===== src/rps_regs.svh =====
// register offsets, field positions, command codes and timing figures
`ifndef RPS_REGS_SVH
`define RPS_REGS_SVH
`define RPS_CLK_KHZ          100000
`define RPS_MS2CYC(ms)       ((ms) * `RPS_CLK_KHZ)
`define RPS_PG_HALF_MS       1
`define RPS_STRETCH_MAX_MS   25
`define RPS_LOCKUP_MS        35
`define RPS_REINIT_MS        5000
`define RPS_OTW_MS           10000
`define RPS_SLAVE_ADDR       7'h58
`define RPS_CMD_OPERATION    8'h01
`define RPS_CMD_CLEAR        8'h03
`define RPS_CMD_STATUS_BYTE  8'h78
`define RPS_LEN_CLEAR        3'h3
`define RPS_LEN_OPERATION    3'h4
`define RPS_OP_RSVD_MASK     8'h3F
`define RPS_OP_RESET         8'h80
`define RPS_CRC_POLY         8'h07
`define RPS_TX_FILL          8'hFF
`define RPS_LAST_BIT         3'h7
`define RPS_ADR_CTRL         8'h00
`define RPS_ADR_STRETCH      8'h04
`define RPS_ADR_STATUS       8'h08
`define RPS_ADR_BUSINFO      8'h0C
`define RPS_ADR_OPER         8'h10
`define RPS_CTRL_FAST_BIT    0
`define RPS_CTRL_OWNER_BIT   1
`endif


===== src/rps_pkg.sv =====
// types shared by the rectifier management slave
package rps_pkg;
  typedef enum logic [2:0] {
    ST_IDLE, ST_RX, ST_ACK, ST_STRETCH, ST_TX, ST_TXACK, ST_IGNORE
  } rps_state_t;

  typedef struct packed {
    logic output_on;
    logic output_warn;
    logic overload;
    logic overtemp;
    logic fan_fail;
    logic ov_shutdown;
    logic internal_fault;
    logic vin_fault;
    logic vout_fault;
    logic iout_oc;
    logic cap_3000;
  } rps_cond_t;

  typedef struct packed {
    logic off;
    logic internal;
    logic fan;
    logic temp;
    logic iout;
    logic vout;
    logic vin;
    logic pec_err;
    logic data_oor;
    logic cml;
  } rps_status_t;
endpackage : rps_pkg


===== src/rps_top.sv =====
// rectifier management bus slave with status pins and attention line
`timescale 1ns/1ps
`include "rps_regs.svh"
module rps_top
  import rps_pkg::*;
#(
  parameter int         PG_HALF_CYC     = `RPS_MS2CYC(`RPS_PG_HALF_MS),
  parameter int         STRETCH_MAX_CYC = `RPS_MS2CYC(`RPS_STRETCH_MAX_MS),
  parameter int         LOCKUP_CYC      = `RPS_MS2CYC(`RPS_LOCKUP_MS),
  parameter int         REINIT_CYC      = `RPS_MS2CYC(`RPS_REINIT_MS),
  parameter int         OTW_CYC         = `RPS_MS2CYC(`RPS_OTW_MS),
  parameter logic [6:0] SLAVE_ADDR      = `RPS_SLAVE_ADDR
) (
  input  wire logic        clk,                   // 100 MHz
  input  wire logic        sys_rst,               // sync, active high
  input  wire logic        wb_cyc_i,              // wishbone cycle
  input  wire logic        wb_stb_i,              // wishbone strobe
  input  wire logic        wb_we_i,               // write enable
  input  wire logic [7:0]  wb_adr_i,              // byte address
  input  wire logic [31:0] wb_dat_i,              // write data
  input  wire logic [3:0]  wb_sel_i,              // byte lanes
  output logic      [31:0] wb_dat_o,              // read data
  output logic             wb_ack_o,              // acknowledge
  input  wire logic        scl_a_i,               // port zero clock in
  input  wire logic        sda_a_i,               // port zero data in
  input  wire logic        scl_b_i,               // port one clock in
  input  wire logic        sda_b_i,               // port one data in
  output logic             scl_a_o,               // always low
  output logic             scl_a_oe_n,            // low pulls clock
  output logic             sda_a_o,               // always low
  output logic             sda_a_oe_n,            // low pulls data
  output logic             scl_b_o,               // always low
  output logic             scl_b_oe_n,            // low pulls clock
  output logic             sda_b_o,               // always low
  output logic             sda_b_oe_n,            // low pulls data
  input  wire rps_cond_t   cond_i,                // power stage state
  output logic             output_good_warning_n, // output good
  output logic             replace_fault_n,       // replace unit
  output logic             overtemp_warning_n,    // overtemp warning
  output logic             power_capability_flag, // 3000w capable
  output logic             thermal_shutdown,      // stop power stage
  output logic             attention_line_n,      // alert to port zero
  output logic             attention_line_b_n     // alert to port one
);

  function automatic logic [7:0] crc8(input logic [7:0] c,
                                      input logic [7:0] d);
    logic [7:0] r;
    r = c ^ d;
    for (int i = 0; i < 8; i++)
      r = r[7] ? ((r << 1) ^ `RPS_CRC_POLY) : (r << 1);
    return r;
  endfunction : crc8

  // pin synchronisers: meta stage is read only by the sync stage
  logic [3:0] pin_raw, pin_meta_q, pin_sync_q, pin_prev_q;
  assign pin_raw = {sda_b_i, scl_b_i, sda_a_i, scl_a_i};
  genvar g;
  generate
    for (g = 0; g < 4; g++) begin : g_sync
      always_ff @(posedge clk)
      begin
        if (sys_rst)
        begin
          pin_meta_q[g] <= 1'b1;
          pin_sync_q[g] <= 1'b1;
          pin_prev_q[g] <= 1'b1;
        end
        else
        begin
          pin_meta_q[g] <= pin_raw[g];
          pin_sync_q[g] <= pin_meta_q[g];
          pin_prev_q[g] <= pin_sync_q[g];
        end
      end
    end
  endgenerate

  logic        fast_q, owner_q, owner_p_q;
  logic [23:0] stretch_len_q;
  logic [7:0]  oper_q;
  // only the owning port is watched; the other stays released
  wire scl   = owner_q ? pin_sync_q[2] : pin_sync_q[0];
  wire sda   = owner_q ? pin_sync_q[3] : pin_sync_q[1];
  wire scl_p = owner_q ? pin_prev_q[2] : pin_prev_q[0];
  wire sda_p = owner_q ? pin_prev_q[3] : pin_prev_q[1];
  wire start_ev = scl & scl_p & sda_p & ~sda;
  wire stop_ev  = scl & scl_p & ~sda_p & sda;
  wire scl_rise = scl & ~scl_p;
  wire scl_fall = ~scl & scl_p;

  // lock-up and inactivity watchdogs
  logic [31:0] lock_cnt_q, idle_cnt_q;
  wire lock_abort = (lock_cnt_q == 32'(LOCKUP_CYC));
  wire reinit     = (idle_cnt_q == 32'(REINIT_CYC - 1));
  wire abort_ev   = lock_abort | reinit | (owner_q != owner_p_q);

  always_ff @(posedge clk)
  begin
    if (sys_rst)
      lock_cnt_q <= '0;
    else if (scl & sda)
      lock_cnt_q <= '0;
    else if (lock_cnt_q <= 32'(LOCKUP_CYC))
      lock_cnt_q <= lock_cnt_q + 32'h0000_0001;
  end

  always_ff @(posedge clk)
  begin
    if (sys_rst || reinit || scl != scl_p || sda != sda_p)
      idle_cnt_q <= '0;
    else
      idle_cnt_q <= idle_cnt_q + 32'h0000_0001;
  end

  // byte engine
  rps_state_t  state_q, ret_q;
  logic [2:0]  bitcnt_q, byte_idx_q;
  logic [7:0]  shreg_q, txsh_q, cmd_q, data_q, last_q, crc_q, crc_prev_q;
  logic [31:0] str_cnt_q;
  logic        is_read_q, in_txn_q, tx_idx_q, tx_load, ack_q;
  rps_status_t status_q, status_d, status_ev;
  logic        cmd_known, sda_drv_d;
  logic [7:0]  tx_data;
  wire  [7:0]  rx_byte   = {shreg_q[6:0], sda};
  wire         byte_done = (state_q == ST_RX) && scl_rise
                           && (bitcnt_q == `RPS_LAST_BIT);
  wire  [31:0] str_lim   = ({8'h00, stretch_len_q} > 32'(STRETCH_MAX_CYC))
                           ? 32'(STRETCH_MAX_CYC) : {8'h00, stretch_len_q};
  wire         str_done  = (str_cnt_q + 32'h0000_0001 >= str_lim);

  always_comb
  begin
    cmd_known = 1'b1;
    tx_data   = 8'h00;
    case (cmd_q)
      `RPS_CMD_OPERATION:   tx_data = oper_q;
      `RPS_CMD_STATUS_BYTE: tx_data = status_q[7:0];
      default:              cmd_known = 1'b0; // zero data
    endcase
  end
  assign tx_load = (state_q == ST_ACK) && scl_fall && ack_q && is_read_q
                   && (byte_idx_q == 3'h1);

  always_ff @(posedge clk)
  begin
    if (sys_rst || abort_ev)
    begin
      state_q    <= ST_IDLE; // release everything
      in_txn_q   <= 1'b0;
      bitcnt_q   <= '0;
      byte_idx_q <= '0;
      is_read_q  <= 1'b0;
      crc_q      <= '0;
      str_cnt_q  <= '0;
      ack_q      <= 1'b0;
    end
    else if (stop_ev)
    begin
      state_q  <= ST_IDLE;
      in_txn_q <= 1'b0;
    end
    else if (start_ev)
    begin
      state_q    <= ST_RX;
      bitcnt_q   <= '0;
      byte_idx_q <= '0;
      if (!in_txn_q)
        crc_q <= '0; // a repeated start keeps the running check
    end
    else
    begin
      case (state_q)
        ST_RX:
          if (scl_rise)
          begin
            shreg_q  <= rx_byte;
            bitcnt_q <= bitcnt_q + 3'h1;
            if (byte_done && byte_idx_q == 3'h0
                && rx_byte[7:1] != SLAVE_ADDR)
              state_q <= ST_IGNORE;
            else if (byte_done)
            begin
              crc_prev_q <= crc_q;
              crc_q      <= crc8(crc_q, rx_byte);
              last_q     <= rx_byte;
              if (byte_idx_q != 3'h7)
                byte_idx_q <= byte_idx_q + 3'h1;
              if (byte_idx_q == 3'h0)
              begin
                is_read_q <= rx_byte[0];
                in_txn_q  <= 1'b1;
              end
              if (byte_idx_q == 3'h1)
                cmd_q <= rx_byte;
              if (byte_idx_q == 3'h2)
                data_q <= rx_byte;
              state_q <= ST_ACK;
              ack_q   <= 1'b0;
            end
          end
        ST_ACK:
          // first fall opens the ninth clock, the second one closes it
          if (scl_fall && !ack_q)
            ack_q <= 1'b1;
          else if (scl_fall)
          begin
            ack_q     <= 1'b0;
            ret_q     <= tx_load ? ST_TX : ST_RX;
            state_q   <= (stretch_len_q != '0) ? ST_STRETCH
                         : (tx_load ? ST_TX : ST_RX);
            str_cnt_q <= '0;
            if (tx_load)
            begin
              txsh_q   <= tx_data;
              crc_q    <= crc8(crc_q, tx_data);
              tx_idx_q <= 1'b0;
            end
          end
        ST_STRETCH:
          if (str_done)
            state_q <= ret_q;
          else
            str_cnt_q <= str_cnt_q + 32'h0000_0001;
        ST_TX:
          if (scl_fall)
          begin
            txsh_q   <= {txsh_q[6:0], 1'b0};
            bitcnt_q <= bitcnt_q + 3'h1;
            if (bitcnt_q == `RPS_LAST_BIT)
              state_q <= ST_TXACK;
          end
        ST_TXACK:
          if (scl_rise && sda)
            state_q <= ST_IGNORE; // host ends the read with nack
          else if (scl_fall)
          begin
            state_q  <= ST_TX;
            tx_idx_q <= 1'b1;
            txsh_q   <= tx_idx_q ? `RPS_TX_FILL : crc_q;
          end
        default: ;
      endcase
    end
  end

  // the device only ever pulls lines low, never generates clocks
  always_comb
  begin
    case (state_q)
      ST_ACK:     sda_drv_d = ack_q;
      ST_TX:      sda_drv_d = ~txsh_q[7];
      ST_STRETCH: sda_drv_d = (ret_q == ST_TX) & ~txsh_q[7];
      default:    sda_drv_d = 1'b0;
    endcase
  end

  always_ff @(posedge clk)
  begin
    if (sys_rst)
    begin
      {scl_a_oe_n, sda_a_oe_n, scl_b_oe_n, sda_b_oe_n} <= 4'hF;
      {scl_a_o, sda_a_o, scl_b_o, sda_b_o} <= 4'h0;
    end
    else
    begin
      scl_a_oe_n <= ~((state_q == ST_STRETCH) & ~owner_q);
      sda_a_oe_n <= ~(sda_drv_d & ~owner_q);
      scl_b_oe_n <= ~((state_q == ST_STRETCH) & owner_q);
      sda_b_oe_n <= ~(sda_drv_d & owner_q);
    end
  end

  // write decode at stop: last byte must be the check byte
  wire       wr_end  = stop_ev && in_txn_q && !is_read_q && !abort_ev;
  wire       pec_ok  = (crc_prev_q == last_q);
  wire [2:0] exp_len = (cmd_q == `RPS_CMD_CLEAR) ? `RPS_LEN_CLEAR
                     : (cmd_q == `RPS_CMD_OPERATION) ? `RPS_LEN_OPERATION
                     : 3'h0;
  wire       len_ok  = (byte_idx_q == exp_len) && (exp_len != 3'h0);
  wire       no_pec  = (byte_idx_q == exp_len - 3'h1);
  wire       exec    = wr_end && len_ok && pec_ok;
  wire       clear_ev = exec && (cmd_q == `RPS_CMD_CLEAR);
  wire       oor     = |(data_q & `RPS_OP_RSVD_MASK);
  wire       ev_oor  = exec && (cmd_q == `RPS_CMD_OPERATION) && oor;
  wire       ev_pec  = wr_end && byte_idx_q >= 3'h3 && !pec_ok && !no_pec;
  wire       ev_cml  = (wr_end && byte_idx_q >= 3'h3 && pec_ok && !len_ok)
                       || (tx_load && !cmd_known);

  // status and attention
  rps_cond_t   cond_p_q;
  logic        att_q, shutdown_q;
  always_comb
  begin
    status_ev          = '0;
    status_ev.cml      = ev_cml;
    status_ev.data_oor = ev_oor;
    status_ev.pec_err  = ev_pec;
    status_d           = status_ev;
    status_d.vin       = cond_i.vin_fault;
    status_d.vout      = cond_i.vout_fault;
    status_d.iout      = cond_i.iout_oc;
    status_d.temp      = cond_i.overtemp;
    status_d.fan       = cond_i.fan_fail;
    status_d.internal  = cond_i.internal_fault | cond_i.ov_shutdown;
    status_d.off       = ~cond_i.output_on;
    // persisting faults come back one cycle after a clear
    status_d = clear_ev ? status_ev : (status_q | status_d);
  end
  wire att_set = |(status_d & ~status_q) || (cond_i != cond_p_q)
                 || ev_cml || ev_oor || ev_pec;

  always_ff @(posedge clk)
  begin
    if (sys_rst)
    begin
      status_q <= '0;
      cond_p_q <= '0;
      att_q    <= 1'b1;
    end
    else
    begin
      status_q <= status_d;
      cond_p_q <= cond_i;
      if (att_set)
        att_q <= 1'b1; // a new change wins over a clear
      else if (clear_ev)
        att_q <= 1'b0;
    end
  end

  // discrete status pins
  logic [31:0] pg_cnt_q, ot_cnt_q;
  logic        pg_tog_q;
  always_ff @(posedge clk)
  begin
    if (sys_rst || pg_cnt_q == 32'(PG_HALF_CYC - 1))
      pg_cnt_q <= '0;
    else
      pg_cnt_q <= pg_cnt_q + 32'h0000_0001;
    if (sys_rst)
      pg_tog_q <= 1'b0;
    else if (pg_cnt_q == 32'(PG_HALF_CYC - 1))
      pg_tog_q <= ~pg_tog_q;
  end

  always_ff @(posedge clk)
  begin
    if (sys_rst || !cond_i.overtemp)
    begin
      ot_cnt_q   <= '0;
      shutdown_q <= 1'b0; // restart once temperature recovers
    end
    else if (ot_cnt_q < 32'(OTW_CYC))
      ot_cnt_q <= ot_cnt_q + 32'h0000_0001;
    else
      shutdown_q <= 1'b1;
  end

  always_ff @(posedge clk)
  begin
    if (sys_rst)
    begin
      output_good_warning_n <= 1'b0;
      replace_fault_n       <= 1'b1;
      overtemp_warning_n    <= 1'b1;
      power_capability_flag <= 1'b0;
      thermal_shutdown      <= 1'b0;
      attention_line_n      <= 1'b0;
      attention_line_b_n    <= 1'b0;
    end
    else
    begin
      output_good_warning_n <= cond_i.overload ? pg_tog_q
                  : (cond_i.output_on & ~cond_i.output_warn);
      replace_fault_n <= ~(cond_i.fan_fail | shutdown_q
                  | cond_i.ov_shutdown | cond_i.internal_fault);
      overtemp_warning_n    <= ~cond_i.overtemp;
      power_capability_flag <= cond_i.cap_3000;
      thermal_shutdown      <= shutdown_q;
      attention_line_n      <= ~att_q;
      attention_line_b_n    <= ~att_q;
    end
  end

  // wishbone classic slave, one wait state
  wire wb_hit = wb_cyc_i && wb_stb_i && !wb_ack_o;
  // writes land at the edge where the master sees ack
  wire wb_wr  = wb_cyc_i && wb_stb_i && wb_we_i && wb_ack_o;
  always_ff @(posedge clk)
  begin
    if (sys_rst)
    begin
      wb_ack_o      <= 1'b0;
      wb_dat_o      <= '0;
      fast_q        <= 1'b0;
      owner_q       <= 1'b0;
      owner_p_q     <= 1'b0;
      stretch_len_q <= '0;
      oper_q        <= `RPS_OP_RESET;
    end
    else
    begin
      wb_ack_o  <= wb_hit;
      owner_p_q <= owner_q;
      if (ev_oor == 1'b0 && exec && cmd_q == `RPS_CMD_OPERATION)
        oper_q <= data_q;
      if (wb_wr && wb_adr_i == `RPS_ADR_CTRL && wb_sel_i[0])
      begin
        fast_q  <= wb_dat_i[`RPS_CTRL_FAST_BIT];
        owner_q <= wb_dat_i[`RPS_CTRL_OWNER_BIT];
      end
      if (wb_wr && wb_adr_i == `RPS_ADR_STRETCH)
        for (int i = 0; i < 3; i++)
          if (wb_sel_i[i])
            stretch_len_q[i*8 +: 8] <= wb_dat_i[i*8 +: 8];
      if (wb_hit && !wb_we_i)
        case (wb_adr_i)
          `RPS_ADR_CTRL:    wb_dat_o <= {30'h0000_0000, owner_q, fast_q};
          `RPS_ADR_STRETCH: wb_dat_o <= {8'h00, stretch_len_q};
          `RPS_ADR_STATUS:  wb_dat_o <= {22'h00_0000, status_q};
          `RPS_ADR_BUSINFO: wb_dat_o <= {24'h00_0000, att_q, state_q,
                                         pin_sync_q};
          `RPS_ADR_OPER:    wb_dat_o <= {24'h00_0000, oper_q};
          default:          wb_dat_o <= 32'h0000_0000;
        endcase
    end
  end
endmodule : rps_top


===== config.mk =====
export PLATFORM = sky130hd
export DESIGN_NAME = rps_top
export DESIGN_NICKNAME = d
export VERILOG_FILES = /design/src/rps_pkg.sv /design/src/rps_top.sv
export VERILOG_INCLUDE_DIRS = /design/src
export SDC_FILE = /design/constraint.sdc
export NUM_CORES = 1
export LEC_CHECK = 0
export BUFFER_PORTS_ARGS = -buffer_cell sky130_fd_sc_hd__buf_2
export CELL_PAD_IN_SITES_DETAIL_PLACEMENT = 0
export CELL_PAD_IN_SITES_GLOBAL_PLACEMENT = 1
export CORE_UTILIZATION = 25
export CTS_CLUSTER_SIZE = 25
export DETAILED_ROUTE_END_ITERATION = 6
export PLACE_DENSITY_LB_ADDON = 0.25
export SYNTH_ARGS = -nofsm -noshare
export SYNTH_HDL_FRONTEND = slang
export SYNTH_SLANG_ARGS = --single-unit
export TNS_END_PERCENT = 10

===== constraint.sdc =====
create_clock -name clk -period 3.8 [get_ports clk]
set_input_delay 1.14 -clock clk [delete_from_list [all_inputs] [get_ports clk]]
set_output_delay 1.14 -clock clk [all_outputs]
set_load 0.05 [all_outputs]

==> results by group <==
STA
  – Post-route setup slack: -0.206 ns
  – Crit share post-route: 105%
  – Final Skew: 0.0210 ns
  – Max-slew headroom: 29.2%
  – Fin. Hold Viols: 0
  – Final Max Slew Viols: 0
  – Hold WS: 0.414 ns
  – Final min period: 4.01 ns
  – RSZ-0062 raised after global routing: yes
  – Final setup violating endpoints: 35
  – Max Freq: 250 MHz
  – Worst slew pin tran: 1.06 ns

Floorplanning
  – Top Ports: 112
  – Die footprint: 64800 um2
  – Initial core utilization: 25.3%
  – Die height: 255 um
  – Die span in x: 255 um
  – FP Rows: 92
  – Core Area: 63100 um2

Synthesis
  – Top cells by area, synth: dfxtp_1, edfxtp_1, nor2_1
  – Syn avg cell area: 8.86 um2
  – Number of flops mapped to enable cells by yosys: 50
  – Cells after Synth: 1799
  – Count leader, synth: dfxtp_1
  – Sequential area share after synthesis: 45.2%
  – Top cells by count, synth: dfxtp_1, nor2_1, nand2_1
  – FFs w/ async S/R, synth: 0%
  – Yosys top cell by area: dfxtp_1
  – Post-Syn Area: 15900 um2
  – Prevailing post-synth register cell: dfxtp_1
  – Syn. warnings: 0
  – FF+latch count, synth: 335
  – Post-synth top area share: 35.8%
  – Post-synth cell types: 72

Routing
  – Vias per cell: 4.65
  – Total wire length: 46.1 mm
  – Detailed Route Iter0 Violations: 614
  – Residual DRC: 0
  – Wire length per cell: 16.0 um
  – Vias: 13400
  – Drt pass-1 iters: 6
  – Antenna-violating nets left: 0

CTS
  – CTS tree: done
  – TritonCTS Buffers: 42
  – Clock slew seen by the registers of the worst setup and hold paths: 0.06 ns
  – Worst-skew pair later-pin latency: 0.57 ns
  – Clk buf depth: 3
  – CTS Sinks: 335
  – CTS root buf: clkbuf_16
  – H-tree depth: 2

Place
  – Routability cong.: 0.803
  – PortBufs: 90
  – Hpwl dp: 33.5 mm

Critical path
  – Kind of cell adding the most delay to the critical path: simple AND/OR/NAND/NOR gates
  – Crit Path Class: register to register
  – Worst-path fanout max: 6
  – Buffers & Inverters on Critical Path: 4
  – Slowest stage delay, CP: 0.49 ns
  – Critical Path RT: 4.25 ns
  – Crit path launch type: register
  – Most frequent cell on the critical path: buf_4
  – Slowest cell on crit path: or4b_4
  – Worst Setup SP: stretch_len_q[15]
  – Crit. End Element: register
  – Worst reg2reg path startpoint: stretch_len_q[15]
  – Critical Path AT: 4.46 ns
  – Crit-path cells: nor2_4 -> or4b_4 -> nor2_4 -> a21oi_2 -> a311oi_2 -> buf_4 -> buf_6 -> nand2_2 -> ha_4 -> or3_4 -> o21ai_2 -> nor4_2 -> o31ai_1 -> buf_4 -> o2111ai_4 -> or3_4 -> nand2_8 -> buf_4 -> a21oi_1 -> a22o_1
  – Flop2flop setup slack: -0.21 ns

Cells and area
  – Ratio of cells with drive above 1 in the final layout: 18.5%
  – Final core occ: 31.6%
  – Synthesis-to-layout area growth: 24.9%
  – ANT cells: 0
  – NumNets Final: 2107

Global route
  – Largest net degree at the start of global routing: 50
  – Initial antenna violation count: 2
  – GRT Util Overall: 14.3%
  – First-pass GRT wire length: 72.9 mm
  – GR Overflow Total: 0
  – Number of global-route vias before repair: 13000

Power
  – PnR Total Power: 8.03 mW
  – PwrDens: 404 nW/um2
  – VDD IR-drop max: 0.000355 V
  – Leakage power: 7.62 nW

Run
  – Max Cap Violations: 0

Status
  – Outcome: finished with violations
  – Violated checks: negative setup slack

Min path
  – Hold Crit Start: pin_meta_q[3]
  – Hold Path Class: register to register
worst reg2reg max path: stages (launching register included):
cell and delay [ns]:
dfxtp_2 0.34, nor2_4 0.10, or4b_4 0.49, nor2_4 0.13
a21oi_2 0.06, a311oi_2 0.27, buf_4 0.19, buf_6 0.12
nand2_2 0.06, ha_4 0.23, or3_4 0.32, o21ai_2 0.07
nor4_2 0.07, o31ai_1 0.20, buf_4 0.18, o2111ai_4 0.13
or3_4 0.43, nand2_8 0.13, buf_4 0.11, a21oi_1 0.05
a22o_1 0.22
cell type report:
type / instances / area (um2)
fill: 6700 / 43200
multi-input combinational: 1356 / 8570
tap: 846 / 1060
clock buffer: 61 / 1220
clock inverter: 14 / 173
sequential: 335 / 7210
inverter: 36 / 135
timing repair buffer: 229 / 1540
flip-flops by register name, indices dropped and copies added, names as in the netlist, 4 cells and up:
name / count
cond_p_q: 10
oper_q: 8
data_q: 8
crc_q: 8
str_cnt_q: 32
wb_dat_o: 24
shreg_q: 7
idle_cnt_q: 32
pin_meta_q: 4
last_q: 8
crc_prev_q: 8
status_q: 10
pin_sync_q: 4
ot_cnt_q: 32
cmd_q: 8
pg_cnt_q: 32
txsh_q: 8
stretch_len_q: 24
lock_cnt_q: 32
pin_prev_q: 4
final timing paths:
kind | endpoint | depth (start not counted)
setup / recovery | str_cnt_q[23] | 20
setup reg to reg | str_cnt_q[23] | 20
hold / removal | pin_sync_q[3] | 1
hold reg to reg | pin_sync_q[3] | 1
cell usage in the layout, fill, tap and decap left out, types with 39 or more instances in the layout:
cell type,netlist,layout
buf_4,13,132
dfxtp_1,285,282
nor2_1,271,268
buf_2,10,89
a21oi_1,108,102
xnor2_1,87,87
nand3_1,89,89
nand2_1,169,165
clkbuf_16,0,43
xor2_1,99,99
and3_1,39,39
edfxtp_1,50,50
mux2i_1,42,42
per-layer routing:
layer  global-route usage (%)  wire length, um  vias up
met3                     2.31             1640       60
met2                     22.3            20400      206
li1                         -                -     6653
met4                     3.91              962        0
met1                     20.3            23100     6449
met5                        0                0        -
report_power, final:
group / total, mW / leakage (nW) / switching, mW / internal [mW]
Sequential: 3.64 / 2.72 / 0.0257 / 3.62
Clock: 4.06 / 0.689 / 1.61 / 2.45
Combinational: 0.330 / 4.21 / 0.227 / 0.103
Total: 8.03 / 7.62 / 1.87 / 6.17
what timing repair did:
| action | in CTS | in global routing |
|---|---|---|
| hold buffers | 0 | 0 |
| buffers inserted | 10 | 1 |
| hold endpoints to repair | 0 | 0 |
| pin swaps | 13 | 24 |
| resized for setup | 33 | 27 |
| gates cloned | 1 | 0 |
| endpoints found under the setup margin | 35 | 35 |
through the flow:
stage          TNS (ns)  setup slack [ns]  area [um2]  instances
6_report          -5.46            -0.206       19900       2877
5_1_grt          -13.32            -0.422       19900       2877
4_1_cts           -7.41            -0.260       19700       2876
3_5_place_dp     -13.42            -0.469       18100       2790
3_3_place_gp     -12.47            -0.436       18100       2790
2_1_floorplan         0           0.00613       16000       1811
cell families after synthesis:
group                      share of synthesized area, %
AOI/OAI and AO/OA                                  10.1
xor gates and xnor gates                           10.4
adders and majority gates                          3.38
buffers and inverters                              3.33
DFF                                                45.2
muxes                                              2.92
other                                            0.0471
and+or+nand+nor                                    24.7
No activity file was read; power rests on OpenSTA's default activity.
